--- src/lsp_pkg.sv ---
`default_nettype none
package lsp_pkg;
   // byte offsets are the printed ones, word-aligned indices times four
   localparam logic [7:0] IDX_OCT_LATCH = 8'h01;
   localparam logic [7:0] IDX_TRI_LATCH = 8'h02;
   localparam logic [7:0] IDX_QUAD_LATCH = 8'h03;
   localparam logic [7:0] IDX_QUAD_TYPE = 8'h04;
   localparam logic [7:0] IDX_OCT_PINS = 8'h08;
   localparam logic [7:0] IDX_TRI_PINS = 8'h09;
   localparam logic [7:0] IDX_QUAD_PINS = 8'h0A;
   localparam logic [7:0] IDX_OCT_SEG = 8'h29;
   localparam logic [7:0] IDX_MODE = 8'h40;
   localparam logic [9:0] ADDR_OCT_LATCH = {IDX_OCT_LATCH, 2'b00};
   localparam logic [9:0] ADDR_TRI_LATCH = {IDX_TRI_LATCH, 2'b00};
   localparam logic [9:0] ADDR_QUAD_LATCH = {IDX_QUAD_LATCH, 2'b00};
   localparam logic [9:0] ADDR_QUAD_TYPE = {IDX_QUAD_TYPE, 2'b00};
   localparam logic [9:0] ADDR_OCT_PINS = {IDX_OCT_PINS, 2'b00};
   localparam logic [9:0] ADDR_TRI_PINS = {IDX_TRI_PINS, 2'b00};
   localparam logic [9:0] ADDR_QUAD_PINS = {IDX_QUAD_PINS, 2'b00};
   localparam logic [9:0] ADDR_OCT_SEG = {IDX_OCT_SEG, 2'b00};
   localparam logic [9:0] ADDR_MODE = {IDX_MODE, 2'b00};
   // mode register fields
   localparam int MODE_DUAL_BIT = 0;
   localparam int MODE_GLOBAL_OUTPUT_ENABLE_BIT = 1;
   localparam int MODE_STOP_BIT = 2;
   // reset values
   localparam logic [7:0] RST_OCT_LATCH = 8'hFF;
   localparam logic [7:0] RST_OCT_SEG = 8'h00;
   localparam logic [2:0] RST_TRI_LATCH = 3'h7;
   localparam logic [3:0] RST_QUAD_LATCH = 4'hF;
   localparam logic [3:0] RST_QUAD_TYPE = 4'h0;
   localparam logic [2:0] RST_MODE = 3'h2;
   // pin roles inside the tri port
   localparam int TRI_STOP_PIN = 0;
   localparam int TRI_OSC_IN = 1;
   localparam int TRI_OSC_OUT = 2;
   localparam logic [1:0] HTRANS_NONSEQ = 2'h2;
   localparam logic [2:0] HSIZE_WORD = 3'h2;
   typedef enum logic [1:0] {
      ACC_IDLE,
      ACC_READ,
      ACC_WRITE
   } lsp_acc_t;
endpackage
`default_nettype wire

--- src/lsp_parallel_ports.sv ---
// Chosen here: the AHB-Lite interface to the registers.
`default_nettype none
// What this block does
// - output data is held in latches; pin reads come straight from pads
// - pin levels are sampled in the first cycle of a read
// - driven output changes in the cycle after the data phase of a write
// - octal bit goes to the segment driver when its select bit is one
// - octal output latch resets to all ones
// - latch address reads latch; pin-level register reads the pads
// - pin read of a segment bit is undefined
// - tri port output latch resets to all ones
// - dual-clock mode hands tri pins one and two to the oscillator
// - first tri pin raises the interrupt latch on every falling edge
// - tri pin read returns undefined upper bits seven to three
// - stop mode floats the stop-release pin regardless of output enable
// - quad output type zero is open drain, one is push-pull
// - quad latch resets to ones, output type to zeros
// - quad pin read returns undefined upper bits seven to four
module lsp_parallel_ports (
   input wire logic clk,
   input wire logic rstn,
   input wire logic hsel,
   input wire logic [31:0] haddr,
   input wire logic [1:0] htrans,
   input wire logic hwrite,
   input wire logic [2:0] hsize,
   input wire logic [31:0] hwdata,
   input wire logic hready,
   output logic [31:0] hrdata,
   output logic hreadyout,
   output logic hresp,
   input wire logic [7:0] octPinIn,
   output logic [7:0] octPinOut,
   output logic [7:0] octPinOe,
   input wire logic [7:0] segmentDrive,
   output logic [7:0] segmentEnable,
   input wire logic [2:0] triPinIn,
   output logic [2:0] triPinOut,
   output logic [2:0] triPinOe,
   output logic [1:0] slowOscEnable,
   output logic extIntEdge,
   input wire logic [3:0] quadPinIn,
   output logic [3:0] quadPinOut,
   output logic [3:0] quadPinOe,
   input wire logic [3:0] quadAltOut,
   input wire logic [3:0] quadAltSel
);
   import lsp_pkg::*;

   logic [7:0] octalPortOutputLatch, next_octalPortOutputLatch;
   logic [7:0] octalPortSegmentSelect, next_octalPortSegmentSelect;
   logic [2:0] triPortOutputLatch, next_triPortOutputLatch;
   logic [3:0] quadPortOutputLatch, next_quadPortOutputLatch;
   logic [3:0] quadPortOutputType, next_quadPortOutputType;
   logic [2:0] modeReg, next_modeReg;
   lsp_acc_t acc, next_acc;
   logic [9:0] accAddr, next_accAddr;
   logic [31:0] rdata, next_rdata;
   logic triPin0Last, next_triPin0Last;
   logic edgeFlag, next_edgeFlag;
   logic addrTaken;
   logic [7:0] octDrive;
   logic [3:0] quadData;
   logic [2:0] triAllow;

   // register picked by a word address; the holes fall to the none code
   typedef enum logic [3:0] {
      REG_NONE,
      REG_OCT_LATCH,
      REG_OCT_SEG,
      REG_OCT_PINS,
      REG_TRI_LATCH,
      REG_TRI_PINS,
      REG_QUAD_LATCH,
      REG_QUAD_TYPE,
      REG_QUAD_PINS,
      REG_MODE
   } lsp_reg_t;

   // one decoder shared by the read mux and the write path, so the two
   // can never disagree about which word sits where
   function automatic lsp_reg_t decodeReg(input logic [9:0] a);
      lsp_reg_t r;
      r = REG_NONE;
      unique case (a)
         ADDR_OCT_LATCH: r = REG_OCT_LATCH;
         ADDR_OCT_SEG: r = REG_OCT_SEG;
         ADDR_OCT_PINS: r = REG_OCT_PINS;
         ADDR_TRI_LATCH: r = REG_TRI_LATCH;
         ADDR_TRI_PINS: r = REG_TRI_PINS;
         ADDR_QUAD_LATCH: r = REG_QUAD_LATCH;
         ADDR_QUAD_TYPE: r = REG_QUAD_TYPE;
         ADDR_QUAD_PINS: r = REG_QUAD_PINS;
         ADDR_MODE: r = REG_MODE;
         default: r = REG_NONE;
      endcase
      return r;
   endfunction

   // pin-level view: pads sampled as-is, upper bits read back as zero;
   // stored words come from the next values, so a read right behind a
   // write to the same word already sees the new data
   function automatic logic [31:0] readMux(input logic [9:0] a);
      logic [31:0] v;
      v = 32'h0000_0000;
      unique case (decodeReg(a))
         REG_OCT_LATCH: v[7:0] = next_octalPortOutputLatch;
         REG_OCT_SEG: v[7:0] = next_octalPortSegmentSelect;
         REG_OCT_PINS: v[7:0] = octPinIn;
         REG_TRI_LATCH: v[2:0] = next_triPortOutputLatch;
         REG_TRI_PINS: v[2:0] = triPinIn;
         REG_QUAD_LATCH: v[3:0] = next_quadPortOutputLatch;
         REG_QUAD_TYPE: v[3:0] = next_quadPortOutputType;
         REG_QUAD_PINS: v[3:0] = quadPinIn;
         REG_MODE: v[2:0] = next_modeReg;
         default: v = 32'h0000_0000; // unmapped words read zero
      endcase
      return v;
   endfunction

   assign addrTaken = hsel & hready & (htrans == HTRANS_NONSEQ);

   // bus sequencing: address phase, then a one-cycle data phase
   always_comb begin
      next_acc = ACC_IDLE;
      next_accAddr = accAddr;
      next_rdata = rdata;
      if (addrTaken) begin
         next_accAddr = {haddr[9:2], 2'b00};
         next_acc = hwrite ? ACC_WRITE : ACC_READ;
         // pads caught in the very first cycle of the read
         if (!hwrite) begin
            next_rdata = readMux({haddr[9:2], 2'b00});
         end
      end
   end

   always_ff @(posedge clk) begin
      if (!rstn) begin
         acc <= ACC_IDLE;
         accAddr <= 10'h000;
         rdata <= 32'h0000_0000;
      end else begin
         acc <= next_acc;
         accAddr <= next_accAddr;
         rdata <= next_rdata;
      end
   end

   // latches update at the end of the data phase, so pins move in the
   // cycle after the second cycle of the write
   always_comb begin
      next_octalPortOutputLatch = octalPortOutputLatch;
      next_octalPortSegmentSelect = octalPortSegmentSelect;
      next_triPortOutputLatch = triPortOutputLatch;
      next_quadPortOutputLatch = quadPortOutputLatch;
      next_quadPortOutputType = quadPortOutputType;
      next_modeReg = modeReg;
      if (acc == ACC_WRITE) begin
         // pin-level words take no write: there is nothing to hold
         unique case (decodeReg(accAddr))
            REG_OCT_LATCH: next_octalPortOutputLatch = hwdata[7:0];
            REG_OCT_SEG: next_octalPortSegmentSelect = hwdata[7:0];
            REG_TRI_LATCH: next_triPortOutputLatch = hwdata[2:0];
            REG_QUAD_LATCH: next_quadPortOutputLatch = hwdata[3:0];
            REG_QUAD_TYPE: next_quadPortOutputType = hwdata[3:0];
            REG_MODE: next_modeReg = hwdata[2:0];
            default: next_modeReg = modeReg; // read-only or unmapped
         endcase
      end
   end

   always_ff @(posedge clk) begin
      if (!rstn) begin
         octalPortOutputLatch <= RST_OCT_LATCH;
         octalPortSegmentSelect <= RST_OCT_SEG;
         triPortOutputLatch <= RST_TRI_LATCH;
         quadPortOutputLatch <= RST_QUAD_LATCH;
         quadPortOutputType <= RST_QUAD_TYPE;
         modeReg <= RST_MODE;
      end else begin
         octalPortOutputLatch <= next_octalPortOutputLatch;
         octalPortSegmentSelect <= next_octalPortSegmentSelect;
         triPortOutputLatch <= next_triPortOutputLatch;
         quadPortOutputLatch <= next_quadPortOutputLatch;
         quadPortOutputType <= next_quadPortOutputType;
         modeReg <= next_modeReg;
      end
   end

   // falling edge of the stop-release pad, even when we drive it
   always_comb begin
      next_triPin0Last = triPinIn[TRI_STOP_PIN];
      next_edgeFlag = triPin0Last & ~triPinIn[TRI_STOP_PIN];
   end

   always_ff @(posedge clk) begin
      if (!rstn) begin
         triPin0Last <= 1'b1;
         edgeFlag <= 1'b0;
      end else begin
         triPin0Last <= next_triPin0Last;
         edgeFlag <= next_edgeFlag;
      end
   end

   assign hrdata = rdata;
   assign hreadyout = 1'b1;
   assign hresp = 1'b0;
   assign extIntEdge = edgeFlag;

   // octal port: segment driver or latch, segment bits push-pull, latch bits open drain
   assign segmentEnable = octalPortSegmentSelect;
   assign octDrive = (octalPortSegmentSelect & segmentDrive)
                   | (~octalPortSegmentSelect & octalPortOutputLatch);
   // a latch one without segment leaves the pad released for input;
   // segment bits use the push-pull style so the driver always owns
   // the pad, port bits only sink
   genvar go;
   generate
      for (go = 0; go < 8; go++) begin : g_oct
         lsp_pin_cell u_cell (
            .outData(octDrive[go]),
            .allowDrive(1'b1),
            .pushPull(octalPortSegmentSelect[go]),
            .padOut(octPinOut[go]),
            .padOe(octPinOe[go])
         );
      end
   endgenerate

   // tri port: sink-only latch drive, oscillator pins and stop float
   assign slowOscEnable = {2{modeReg[MODE_DUAL_BIT]}};
   always_comb begin
      triAllow = {3{modeReg[MODE_GLOBAL_OUTPUT_ENABLE_BIT]}};
      triAllow[TRI_OSC_IN] = triAllow[TRI_OSC_IN]
                             & ~modeReg[MODE_DUAL_BIT];
      triAllow[TRI_OSC_OUT] = triAllow[TRI_OSC_OUT]
                              & ~modeReg[MODE_DUAL_BIT];
      triAllow[TRI_STOP_PIN] = ~modeReg[MODE_STOP_BIT];
   end
   // sink-only cells: a latch one releases the pad, which keeps the
   // interrupt and oscillator functions usable without a direction bit
   genvar gt;
   generate
      for (gt = 0; gt < 3; gt++) begin : g_tri
         lsp_pin_cell u_cell (
            .outData(triPortOutputLatch[gt]),
            .allowDrive(triAllow[gt]),
            .pushPull(1'b0),
            .padOut(triPinOut[gt]),
            .padOe(triPinOe[gt])
         );
      end
   endgenerate

   // quad port: alternate function ANDed in, per-pin drive style
   assign quadData = quadPortOutputLatch
                   & (~quadAltSel | quadAltOut);

   genvar gi;
   generate
      for (gi = 0; gi < 4; gi++) begin : g_quad
         lsp_pin_cell u_cell (
            .outData(quadData[gi]),
            .allowDrive(modeReg[MODE_GLOBAL_OUTPUT_ENABLE_BIT]),
            .pushPull(quadPortOutputType[gi]),
            .padOut(quadPinOut[gi]),
            .padOe(quadPinOe[gi])
         );
      end
   endgenerate
endmodule // lsp_parallel_ports
`default_nettype wire

--- src/lsp_pin_cell.sv ---
`default_nettype none
// one pad cell: drives the pad from a data value with a selectable style
module lsp_pin_cell (
   input wire logic outData,
   input wire logic allowDrive,
   input wire logic pushPull,
   output logic padOut,
   output logic padOe
);
   // open drain only sinks: a one leaves the pad free for input use
   always_comb begin
      padOut = outData;
      padOe = allowDrive & (pushPull | ~outData);
   end
endmodule // lsp_pin_cell
`default_nettype wire

--- config.mk ---
export PLATFORM = sky130hd
export DESIGN_NAME = lsp_parallel_ports
export DESIGN_NICKNAME = d
export VERILOG_FILES = /design/src/lsp_pkg.sv /design/src/lsp_parallel_ports.sv /design/src/lsp_pin_cell.sv
export SDC_FILE = /design/constraint.sdc
export NUM_CORES = 1
export LEC_CHECK = 0
export ABC_CLOCK_PERIOD_IN_PS = 6520
export BUFFER_PORTS_ARGS = -buffer_cell sky130_fd_sc_hd__buf_2
export CORE_MARGIN = 4
export CORE_UTILIZATION = 46
export DETAILED_ROUTE_END_ITERATION = 8
export HOLD_SLACK_MARGIN = 0.08
export PLACE_DENSITY = 0.88
export SLEW_MARGIN = 20
export SYNTH_ARGS = -nofsm -noshare
export SYNTH_HDL_FRONTEND = slang
export SYNTH_SLANG_ARGS = --single-unit
--- constraint.sdc ---
create_clock -name clk -period 6.52 [get_ports clk]
set_input_delay 0 -clock clk [delete_from_list [all_inputs] [get_ports clk]]
set_output_delay 0 -clock clk [all_outputs]
set_load 0.01 [all_outputs]
==> results of run 1 <==
[what timing repair did]
item / in CTS / in global routing
buffers inserted: 0 / 0
hold buffers: 23 / 0
endpoints found under the hold margin: 37 / 0
[state kept, by name, summed over array words and instances (netlist names)]
| name | count |
|---|---|
| acc | 2 |
| extIntEdge | 1 |
| quadPortOutputType | 4 |
| octalPortOutputLatch | 8 |
| triPin0Last | 1 |
| hrdata | 8 |
| accAddr | 8 |
| modeReg | 3 |
| quadPortOutputLatch | 4 |
| triPortOutputLatch | 3 |
| segmentEnable | 8 |
[through the flow]
step	util (%)	hold WS, ns	cell area, µm²	power [mW]	instances
after floorplan	-	0.125	3390	0.373	415
after global placement	50.2	0.244	3450	0.384	531
after detailed placement	50.2	0.243	3450	0.386	531
after CTS	55.2	0.0810	3790	0.614	562
after global routing	55.2	0.116	3790	0.640	562
final	55.2	0.0985	3790	0.615	562
[critical path, delay by kind of cell, from the launching register on]
kind | cells | cell delay (ns)
xor gates and xnor gates | 1 | 0.32
AOI/OAI and AO/OA | 3 | 0.67
and+or+nand+nor | 2 | 0.37
DFF | 1 | 0.60
muxes | 1 | 0.36
buffers and inverters | 1 | 0.26
[per-layer routing]
metal | GRT usage [%] | share of wire [%]
met5 | 0 | 0
met4 | 7.20 | 2.9
met3 | 4.87 | 8.7
met2 | 34.6 | 48
met1 | 23.9 | 40
[layout make-up]
class                      instances  share of cell area, %
inverter                          11                   1.09
sequential                        50                   26.4
timing repair buffer             126                   19.7
multi-input combinational        271                   46.6
clock inverter                     3                   1.19
tap                               96                   3.17
clock buffer                       5                   1.82
[worst paths after layout]
| check | cells past startpoint | endpoint | start |
|---|---|---|---|
| worst max register to register | 8 | hrdata[2]$_SDFFE_PN0P_ | accAddr[4]$_SDFFE_PN0P_ |
| worst min-delay path | 4 | hrdata[7]$_SDFFE_PN0P_ | octPinIn[7] |
| worst min register to register | 2 | extIntEdge$_SDFF_PN0_ | triPin0Last$_SDFF_PN1_ |
| worst max-delay path | 8 | hrdata[2]$_SDFFE_PN0P_ | accAddr[4]$_SDFFE_PN0P_ |
[kinds of logic after synthesis]
family                    share of synthesized area [%]
xor gates and xnor gates                          0.531
AOI/OAI and AO/OA                                  15.3
buffers and inverters                              19.0
and+or+nand+nor                                    23.6
muxes                                              11.0
DFF                                                30.4
other                                             0.228
[cell usage in the layout, fill, tap and decap left out, types with 3 or more instances in the layout]
cell type	count
nand3_1	4
o2bb2ai_1	3
mux2i_1	26
o22a_1	5
dlygate4sd3_1	23
a21oi_1	14
nand2_1	49
conb_1	26
o21ai_0	7
mux2_1	6
o221ai_1	3
dfxtp_1	50
nor2_1	29
clkbuf_8	5
mux2_2	3
nand2b_1	11
o22ai_1	4
a21boi_0	8
a221oi_1	5
buf_2	102
nor3_1	7
a211oi_1	4
inv_1	11
or2_2	7
and2_1	3
nor2b_1	5
[where the power goes]
| group | internal (mW) | switching, mW |
|---|---|---|
| combinational | 0.0359 | 0.0445 |
| clock | 0.114 | 0.109 |
| sequential | 0.308 | 0.00369 |
==> metrics.md, run 1 <==
| Metric | Value |
|---|---|
| Slew of the pin with the lowest slew margin | `0.975 ns` |
| EDFF count, synth | `0` |
| Detail Route Antenna Nets | `0` |
| Setup ws final | `3.79 ns` |
| RSZ-0062 raised after global routing | `false` |
| Layout cell share with drive strength beyond 1 | `29.2%` |
| CTS Buffer Depth | `2` |
| # diodes | `0` |
| Status | `complete, no violations` |
| Reg2reg setup slack | `3.79 ns` |
| CP required | `6.68 ns` |
| Initial antenna violation count | `0` |
| Worst setup SP type | `flip-flop` |
| Port Buf Inserts | `102` |
| Final Setup Violations | `0` |
| Hold Crit Class | `input pin to flip-flop` |
| Vias in the first global route | `2,931` |
| Initial drt markers | `233` |
| Cells after Synth | `391` |
| Most frequent cell after synthesis | `buf_4` |
| Crit path arrival time | `2.88 ns` |
| Minimum clock period | `2.73 ns` |
| Final Max Tran Viols | `0` |
| Clk_lat worst skew | `0.31 ns` |
| Kind of critical path | `flip-flop to flip-flop` |
| Routed via count | `2,947` |
| Clock slew at reported path FFs | `0.10 ns` |
| H-tree depth | `2` |
| Total global routing overflow | `0` |
| First-pass GRT wire length | `13,800 µm` |
| Final hold viol count | `0` |
| Root Buffer | `clkbuf_8` |
| GRT Total Usage | `20.0%` |
| Die ar. | `8590 µm²` |
| Largest net degree at the start of global routing | `33` |
| Predominant post-synthesis flop cell | `dfxtp_1` |
| P_leak | `1.66 nW` |
| Largest area contributor in the netlist | `dfxtp_1` |
| Final Cycle Share | `41.8%` |
| Critical path's slowest cell | `dfxtp_1` |
| Layout area overhead | `15.0%` |
| Rel. slew slack | `34.9%` |
| Max_cap viols | `0` |
| TNS Setup | `0 ns` |
| Seq/Total Area, Yosys | `30.4%` |
| CTS tree | `done` |
| Die width | `92.7 µm` |
| Area share of the largest cell type after synthesis | `30.4%` |
| Routability Congestion | `0.840` |
| Multi-input gate area | `1770 µm²` |
| Storage element area | `1000 µm²` |
| I/O Pins | `180` |
| Synth cell count leaders | `68 x buf_4, 50 x dfxtp_1, 49 x nand2_1` |
| Top cells by area, synth | `dfxtp_1 30%, buf_4 15%, mux2i_1 7.9%, nand2_1 5.6%, nor2_1 3.3%` |
| Drt pass-1 iters | `5` |
| Avg Inst Size Synth | `8.43 µm²` |
| Core footprint | `6870 µm²` |
| TritonCTS Buffers | `5` |
| Hpwl dp | `6300 µm` |
| Flops & latches, synth | `50` |
| DRC Markers | `0` |
| CP Capture Type | `flip-flop` |
| Initial core utilization | `48.0%` |
| Max stage delay on crit path | `0.60 ns` |
| Synth warn | `0` |
| Netlist cell types | `58` |
| CP Max Fanout | `12` |
| Fmax | `367 MHz` |
| Placement Setup Slack | `3.83 ns` |
| Nets | `570` |
| Resized Gates After CTS | `0` |
| Via-to-Cell Ratio | `5.24` |
| Async set-reset flop share out of synthesis | `0%` |
| CTS Sinks | `50` |
| Fillers | `630` |
| CP cell instances | `xor2_1 -> o211a_1 -> nand2_1 -> nor4bb_2 -> buf_4 -> mux2_1 -> a211oi_1 -> a221oi_2` |
| Row Count | `30` |
| Post-Route WL | `8510 µm` |
| Die height | `92.7 µm` |
| Worst VDD drop | `0.102 mV` |
| Detailed-route wire length per cell | `15.1 µm` |
| Pwr Density | `162 nW/µm²` |
| Clk_skew | `0.0100 ns` |
| Mapped Area | `3300 µm²` |
No activity file was read; power rests on OpenSTA's default activity.
==> run 2: changes to the inputs <==
Settings changed: ABC_CLOCK_PERIOD_IN_PS 6520 to 2430, CORE_UTILIZATION 46 to 41, PLACE_DENSITY 0.88 to 0.83.
Clock period 6.52 ns to 2.43 ns, I/O delays scaled along.
==> metrics.md, run 2 (same netlist as run 1, synthesis figures left out) <==
| Metric | Value |
|---|---|
| Status | `complete, no violations (unchanged)` |
| Final Cycle Share | `95.5% (was 41.8%)` |
| GRT Total Usage | `17.2% (was 20.0%)` |
| Worst setup path endpoint | `hrdata[1]$_SDFFE_PN0P_ (was hrdata[2]$_SDFFE_PN0P_)` |
| Kind of critical path | `flip-flop to flip-flop (unchanged)` |
| Detailed-route wire length per cell | `14.6 µm (was 15.1 µm)` |
| Critical path's slowest cell | `dfxtp_4 (was dfxtp_1)` |
| Worst reg2reg path depth | `8 (unchanged)` |
| Routability Congestion | `0.896 (was 0.840)` |
| RSZ-0062 raised after global routing | `true (was false)` |
| CP required | `2.60 ns (was 6.68 ns)` |
| Final core utilization | `51.3% (was 55.2%)` |
| Nets | `586 (was 570)` |
| Hpwl dp | `6410 µm (was 6300 µm)` |
| H-tree depth | `2 (unchanged)` |
| Clk_lat worst skew | `0.30 ns (was 0.31 ns)` |
| Clk_skew | `0.00718 ns (was 0.0100 ns)` |
| Via-to-Cell Ratio | `5.04 (was 5.24)` |
| Root Buffer | `clkbuf_8 (unchanged)` |
| Reg2reg setup slack | `0.11 ns (was 3.79 ns)` |
| RR Startpoint | `accAddr[3]$_SDFFE_PN0P_ (was accAddr[4]$_SDFFE_PN0P_)` |
| Drt pass-1 iters | `4 (was 5)` |
| Total global routing overflow | `0 (unchanged)` |
| CP Capture Type | `flip-flop (unchanged)` |
| Worst reg2reg path endpoint | `hrdata[1]$_SDFFE_PN0P_ (was hrdata[2]$_SDFFE_PN0P_)` |
| First-pass GRT wire length | `13,700 µm (was 13,800 µm)` |
| CP Max Fanout | `7 (was 12)` |
| Final Max Tran Viols | `0 (unchanged)` |
| Routed via count | `2,944 (was 2,947)` |
| Row Count | `32 (was 30)` |
| Final Setup Violations | `0 (unchanged)` |
| TritonCTS Buffers | `5 (unchanged)` |
| DRC Markers | `0 (unchanged)` |
| Die height | `97.7 µm (was 92.7 µm)` |
| Max_cap viols | `0 (unchanged)` |
| Worst VDD drop | `0.221 mV (was 0.102 mV)` |
| Post-Route WL | `8510 µm (about the same)` |
| CTS tree | `done (unchanged)` |
| Rel. slew slack | `64.0% (was 34.9%)` |
| Slew of the pin with the lowest slew margin | `0.540 ns (was 0.975 ns)` |
| Max stage delay on crit path | `0.38 ns (was 0.60 ns)` |
| Die width | `97.7 µm (was 92.7 µm)` |
| Final hold viol count | `0 (unchanged)` |
| Port Buf Inserts | `102 (unchanged)` |
| Pwr Density | `394 nW/µm² (was 162 nW/µm²)` |
| Worst setup SP type | `flip-flop (unchanged)` |
| Layout area overhead | `20.9% (was 15.0%)` |
| Most frequent cells in the layout | `102 x buf_2, 49 x nand2_1, 43 x dfxtp_1, 29 x nor2_1, 26 x conb_1 (was 102 x buf_2, 50 x dfxtp_1, 49 x nand2_1, 29 x nor2_1)` |
| Initial core utilization | `42.4% (was 48.0%)` |
| TNS Setup | `0 ns (unchanged)` |
| Minimum clock period | `2.32 ns (was 2.73 ns)` |
| Fmax | `431 MHz (was 367 MHz)` |
| Die ar. | `9540 µm² (was 8590 µm²)` |
| # diodes | `0 (unchanged)` |
| Hold Crit Class | `input pin to flip-flop (unchanged)` |
| Largest net degree at the start of global routing | `32 (was 33)` |
| Most common cell after layout, fill and taps aside | `buf_2 (unchanged)` |
| Detail Route Antenna Nets | `0 (unchanged)` |
| Setup ws final | `0.110 ns (was 3.79 ns)` |
| CP cell instances | `nor4_4 -> o211a_1 -> nand2_1 -> nor4bb_2 -> buf_4 -> mux2_2 -> a211oi_2 -> a221oi_1 (was xor2_1 -> o211a_1 -> nand2_1 -> nor4bb_2 -> buf_4 -> mux2_1 -> a211oi_1 -> a221oi_2)` |
| P_leak | `1.78 nW (was 1.66 nW)` |
| Placement Setup Slack | `-0.0814 ns (was 3.83 ns)` |
| CTS Buffer Depth | `2 (unchanged)` |
| Crit path arrival time | `2.49 ns (was 2.88 ns)` |
| CP startpoint | `accAddr[3]$_SDFFE_PN0P_ (was accAddr[4]$_SDFFE_PN0P_)` |
| Initial antenna violation count | `0 (unchanged)` |
| I/O Pins | `180 (unchanged)` |
| CTS Sinks | `50 (unchanged)` |
| Core footprint | `7770 µm² (was 6870 µm²)` |
| Initial drt markers | `204 (was 233)` |
| Clock slew at reported path FFs | `0.09 ns (was 0.10 ns)` |
| Layout cell share with drive strength beyond 1 | `36.5% (was 29.2%)` |
| Vias in the first global route | `2,871 (was 2,931)` |
## run 2: per-stage QoR
step                hold slack (ns)  instances  total power [mW]  area (µm²)
finish                       0.0972        584              1.57        3990
global route                  0.135        584              1.63        3990
CTS                          0.0939        581              1.57        3890
detailed placement            0.247        550              1.05        3550
global placement              0.246        550              1.04        3550
floorplan                     0.125        415              1.00        3390
## run 2: critical path: cells and delay by family, from the launching register on
kind | cells | cell delay, ns
buf+inv | 1 | 0.24
compound gates | 3 | 0.56
mux | 1 | 0.37
simple gates | 3 | 0.64
flops | 1 | 0.38
## run 2: worst min path at each step
stage | startpoint | endpoint | slack (ns) | depth (start not counted)
final | haddr[3] | accAddr[3]$_SDFFE_PN0P_ | 0.1 | 3
after global routing | haddr[3] | accAddr[3]$_SDFFE_PN0P_ | 0.14 | 3
after CTS | haddr[3] | accAddr[3]$_SDFFE_PN0P_ | 0.09 | 3
after detailed placement | triPinIn[0] | triPin0Last$_SDFF_PN1_ | 0.25 | 2
after global placement | triPinIn[0] | triPin0Last$_SDFF_PN1_ | 0.25 | 2
after floorplan | triPinIn[0] | triPin0Last$_SDFF_PN1_ | 0.13 | 1
## run 2: power breakdown
| group | internal (mW) | switching (mW) | total (mW) |
|---|---|---|---|
| clock | 0.229 | 0.281 | 0.510 |
| sequential | 0.824 | 0.00902 | 0.833 |
| combinational | 0.106 | 0.123 | 0.229 |
| total | 1.16 | 0.412 | 1.57 |
## run 2: layout make-up
| type | instances | area (µm²) |
|---|---|---|
| Clock buffer | 6 | 82.6 |
| Tap cell | 102 | 128 |
| Timing Repair Buffer | 142 | 870 |
| Sequential cell | 50 | 1010 |
| Clock inverter | 2 | 12.5 |
| Fill cell | 698 | 3780 |
| Inverter | 11 | 41.3 |
| Multi-Input combinational cell | 271 | 1840 |
## run 2: metal layers
layer	GRT usage, %	up-vias	wire length [µm]
met1	21.7	1350	3500
met5	0	-	0
met4	3.94	0	135
met2	30.3	136	4220
li1	-	1445	-
met3	3.30	13	646
## run 2: timing repair
| action | in CTS | in global routing |
|---|---|---|
| setup buffers | 1 | 3 |
| pin swaps | 0 | 9 |
| hold buffers | 22 | 0 |
| endpoints found under the setup margin | 6 | 14 |
| endpoints found under the hold margin | 36 | 0 |
| gates resized for setup | 6 | 24 |
==> run 3: changes to the inputs <==
Settings changed: REMOVE_ABC_BUFFERS from default to 1.
==> metrics.md, run 3 (same netlist as run 1, synthesis figures left out) <==
| Metric | Value |
|---|---|
| Clk_lat worst skew | `0.31 ns (was 0.30 ns)` |
| Delay-heaviest family, CP | `simple AND/OR/NAND/NOR gates (unchanged)` |
| Crit path arrival time | `2.56 ns (was 2.49 ns)` |
| P_leak | `1.76 nW (was 1.78 nW)` |
| CP cell instances | `nor4_4 -> o211a_1 -> nand2_1 -> nor4bb_2 -> buf_4 -> mux2_1 -> a211oi_2 -> a221oi_1 (was nor4_4 -> o211a_1 -> nand2_1 -> nor4bb_2 -> buf_4 -> mux2_2 -> a211oi_2 -> a221oi_1)` |
| Hpwl dp | `6570 µm (was 6410 µm)` |
| Dpl cells | `549 (was 550)` |
| Root Buffer | `clkbuf_8 (unchanged)` |
| CTS Sinks | `50 (unchanged)` |
| Nets | `585 (was 586)` |
| Status | `complete, no violations (unchanged)` |
| Final hold viol count | `0 (unchanged)` |
| Kind of critical path | `flip-flop to flip-flop (unchanged)` |
| Routability Congestion | `0.894 (was 0.896)` |
| CP Capture Type | `flip-flop (unchanged)` |
| Post-Route WL | `8900 µm (was 8510 µm)` |
| CP required | `2.60 ns (about the same)` |
| Die ar. | `9540 µm² (unchanged)` |
| CTS tree | `done (unchanged)` |
| Clk_skew | `0.0117 ns (was 0.00718 ns)` |
| Max stage delay on crit path | `0.40 ns (was 0.38 ns)` |
| Fillers | `726 (was 698)` |
| First-pass GRT wire length | `14,200 µm (was 13,700 µm)` |
| Clock slew at reported path FFs | `0.09 ns (about the same)` |
| Non-filler cells, final | `583 (was 584)` |
| Row Count | `32 (unchanged)` |
| Pwr Density | `412 nW/µm² (was 394 nW/µm²)` |
| Initial antenna violation count | `1 (was 0)` |
| Max_cap viols | `0 (unchanged)` |
| CP Max Fanout | `10 (was 7)` |
| RSZ-0062 raised after global routing | `true (unchanged)` |
| TritonCTS Buffers | `5 (unchanged)` |
| CP Buf/Inv Count | `1 (unchanged)` |
| Final Cycle Share | `98.3% (was 95.5%)` |
| Multi-input gate area | `1840 µm² (about the same)` |
| Placed inst area | `3540 µm² (was 3550 µm²)` |
| DRC Markers | `0 (unchanged)` |
| # diodes | `0 (unchanged)` |
| Final Setup Violations | `0 (unchanged)` |
| I/O Pins | `180 (unchanged)` |
| Drt pass-1 iters | `4 (unchanged)` |
| Fin area | `3990 µm² (unchanged)` |
| Die width | `97.7 µm (unchanged)` |
| Slew of the pin with the lowest slew margin | `0.579 ns (was 0.540 ns)` |
| Detailed-route wire length per cell | `15.3 µm (was 14.6 µm)` |
| Detail Route Antenna Nets | `0 (unchanged)` |
| Vias in the first global route | `2,966 (was 2,871)` |
| Core footprint | `7770 µm² (unchanged)` |
| Most common cell after layout, fill and taps aside | `buf_2 (unchanged)` |
| Largest net degree at the start of global routing | `24 (was 32)` |
| Worst VDD drop | `0.340 mV (was 0.221 mV)` |
| Hold Crit Class | `input pin to flip-flop (unchanged)` |
| Final Max Tran Viols | `0 (unchanged)` |
| Critical path's slowest cell | `dfxtp_4 (unchanged)` |
| Layout cell share with drive strength beyond 1 | `34.3% (was 36.5%)` |
| Port Buf Inserts | `102 (unchanged)` |
| Die height | `97.7 µm (unchanged)` |
| Rel. slew slack | `61.4% (was 64.0%)` |
| Minimum clock period | `2.39 ns (was 2.32 ns)` |
| Most frequent cells in the layout | `102 x buf_2, 49 x nand2_1, 44 x dfxtp_1, 29 x nor2_1, 26 x conb_1 (was 102 x buf_2, 49 x nand2_1, 43 x dfxtp_1, 29 x nor2_1, 26 x conb_1)` |
| Layout area overhead | `20.9% (unchanged)` |
| Initial core utilization | `42.4% (unchanged)` |
| GRT Total Usage | `18.0% (was 17.2%)` |
| Fmax | `418 MHz (was 431 MHz)` |
| Via-to-Cell Ratio | `5.19 (was 5.04)` |
| Tot Pwr | `1.64 mW (was 1.57 mW)` |
| Worst setup SP type | `flip-flop (unchanged)` |
| H-tree depth | `2 (unchanged)` |
| Total global routing overflow | `0 (unchanged)` |
| CTS Buffer Depth | `2 (unchanged)` |
| Initial drt markers | `179 (was 204)` |
| Storage element area | `1010 µm² (about the same)` |
| Routed via count | `3,027 (was 2,944)` |
| TNS Setup | `0 ns (unchanged)` |
## run 3: cell types whose count changed in the layout (fill, tap and decap cells not counted), moves of 2 or more
cell      previous run  this run
clkbuf_1             0         2
mux2_1               0         5
mux2_2               7         4
mux2_4               2         0
## run 3: layout make-up
cell class	count	area share, %
sequential	50	25.4
clock buffer	7	1.91
inverter	11	1.04
timing repair buffer	141	21.6
multi-input combinational	271	46.1
tap	102	3.20
clock inverter	1	0.753
## run 3: worst paths after layout
check	startpoint	endpoint	slack, ns	cells past startpoint
max	accAddr[3]$_SDFFE_PN0P_	hrdata[1]$_SDFFE_PN0P_	0.04	8
min reg2reg	triPin0Last$_SDFF_PN1_	extIntEdge$_SDFF_PN0_	0.42	2
min	haddr[3]	accAddr[3]$_SDFFE_PN0P_	0.08	3
max reg2reg	accAddr[3]$_SDFFE_PN0P_	hrdata[1]$_SDFFE_PN0P_	0.04	8
## run 3: where the power goes
group / total, mW / internal (mW) / switching [mW]
Sequential: 0.834 / 0.824 / 0.0101
Combinational: 0.229 / 0.104 / 0.125
Clock: 0.580 / 0.308 / 0.271
## run 3: routing by layer
metal	global-route usage (%)	share of wire (%)	vias up
li1	-	-	1444
met1	21.9	41	1396
met2	30.2	46	158
met3	5.10	11	27
met4	6.60	2.8	2
met5	0	0.079	-
## run 3: stage by stage
| stage | worst slack, ns | util [%] | hold WS (ns) |
|---|---|---|---|
| floorplan | -0.544 | - | 0.0619 |
| global placement | 0.0186 | 45.6 | 0.260 |
| detailed placement | -0.0874 | 45.6 | 0.265 |
| CTS | 0.00140 | 50.1 | 0.0803 |
| global route | -0.0388 | 51.3 | 0.126 |
| finish | 0.0402 | 51.3 | 0.0805 |
## run 3: what timing repair did
item / in CTS / in global routing
endpoints found under the hold margin: 37 / 0
resized for setup: 5 / 16
gates cloned: 0 / 0
hold buffers: 23 / 0
endpoints found under the setup margin: 6 / 9
pin swaps: 0 / 4
setup buffers: 1 / 2
## run 3: worst min-delay path: stages
cell and delay (ns):
buf_2 0.20, nand2_1 0.09, a21oi_1 0.06
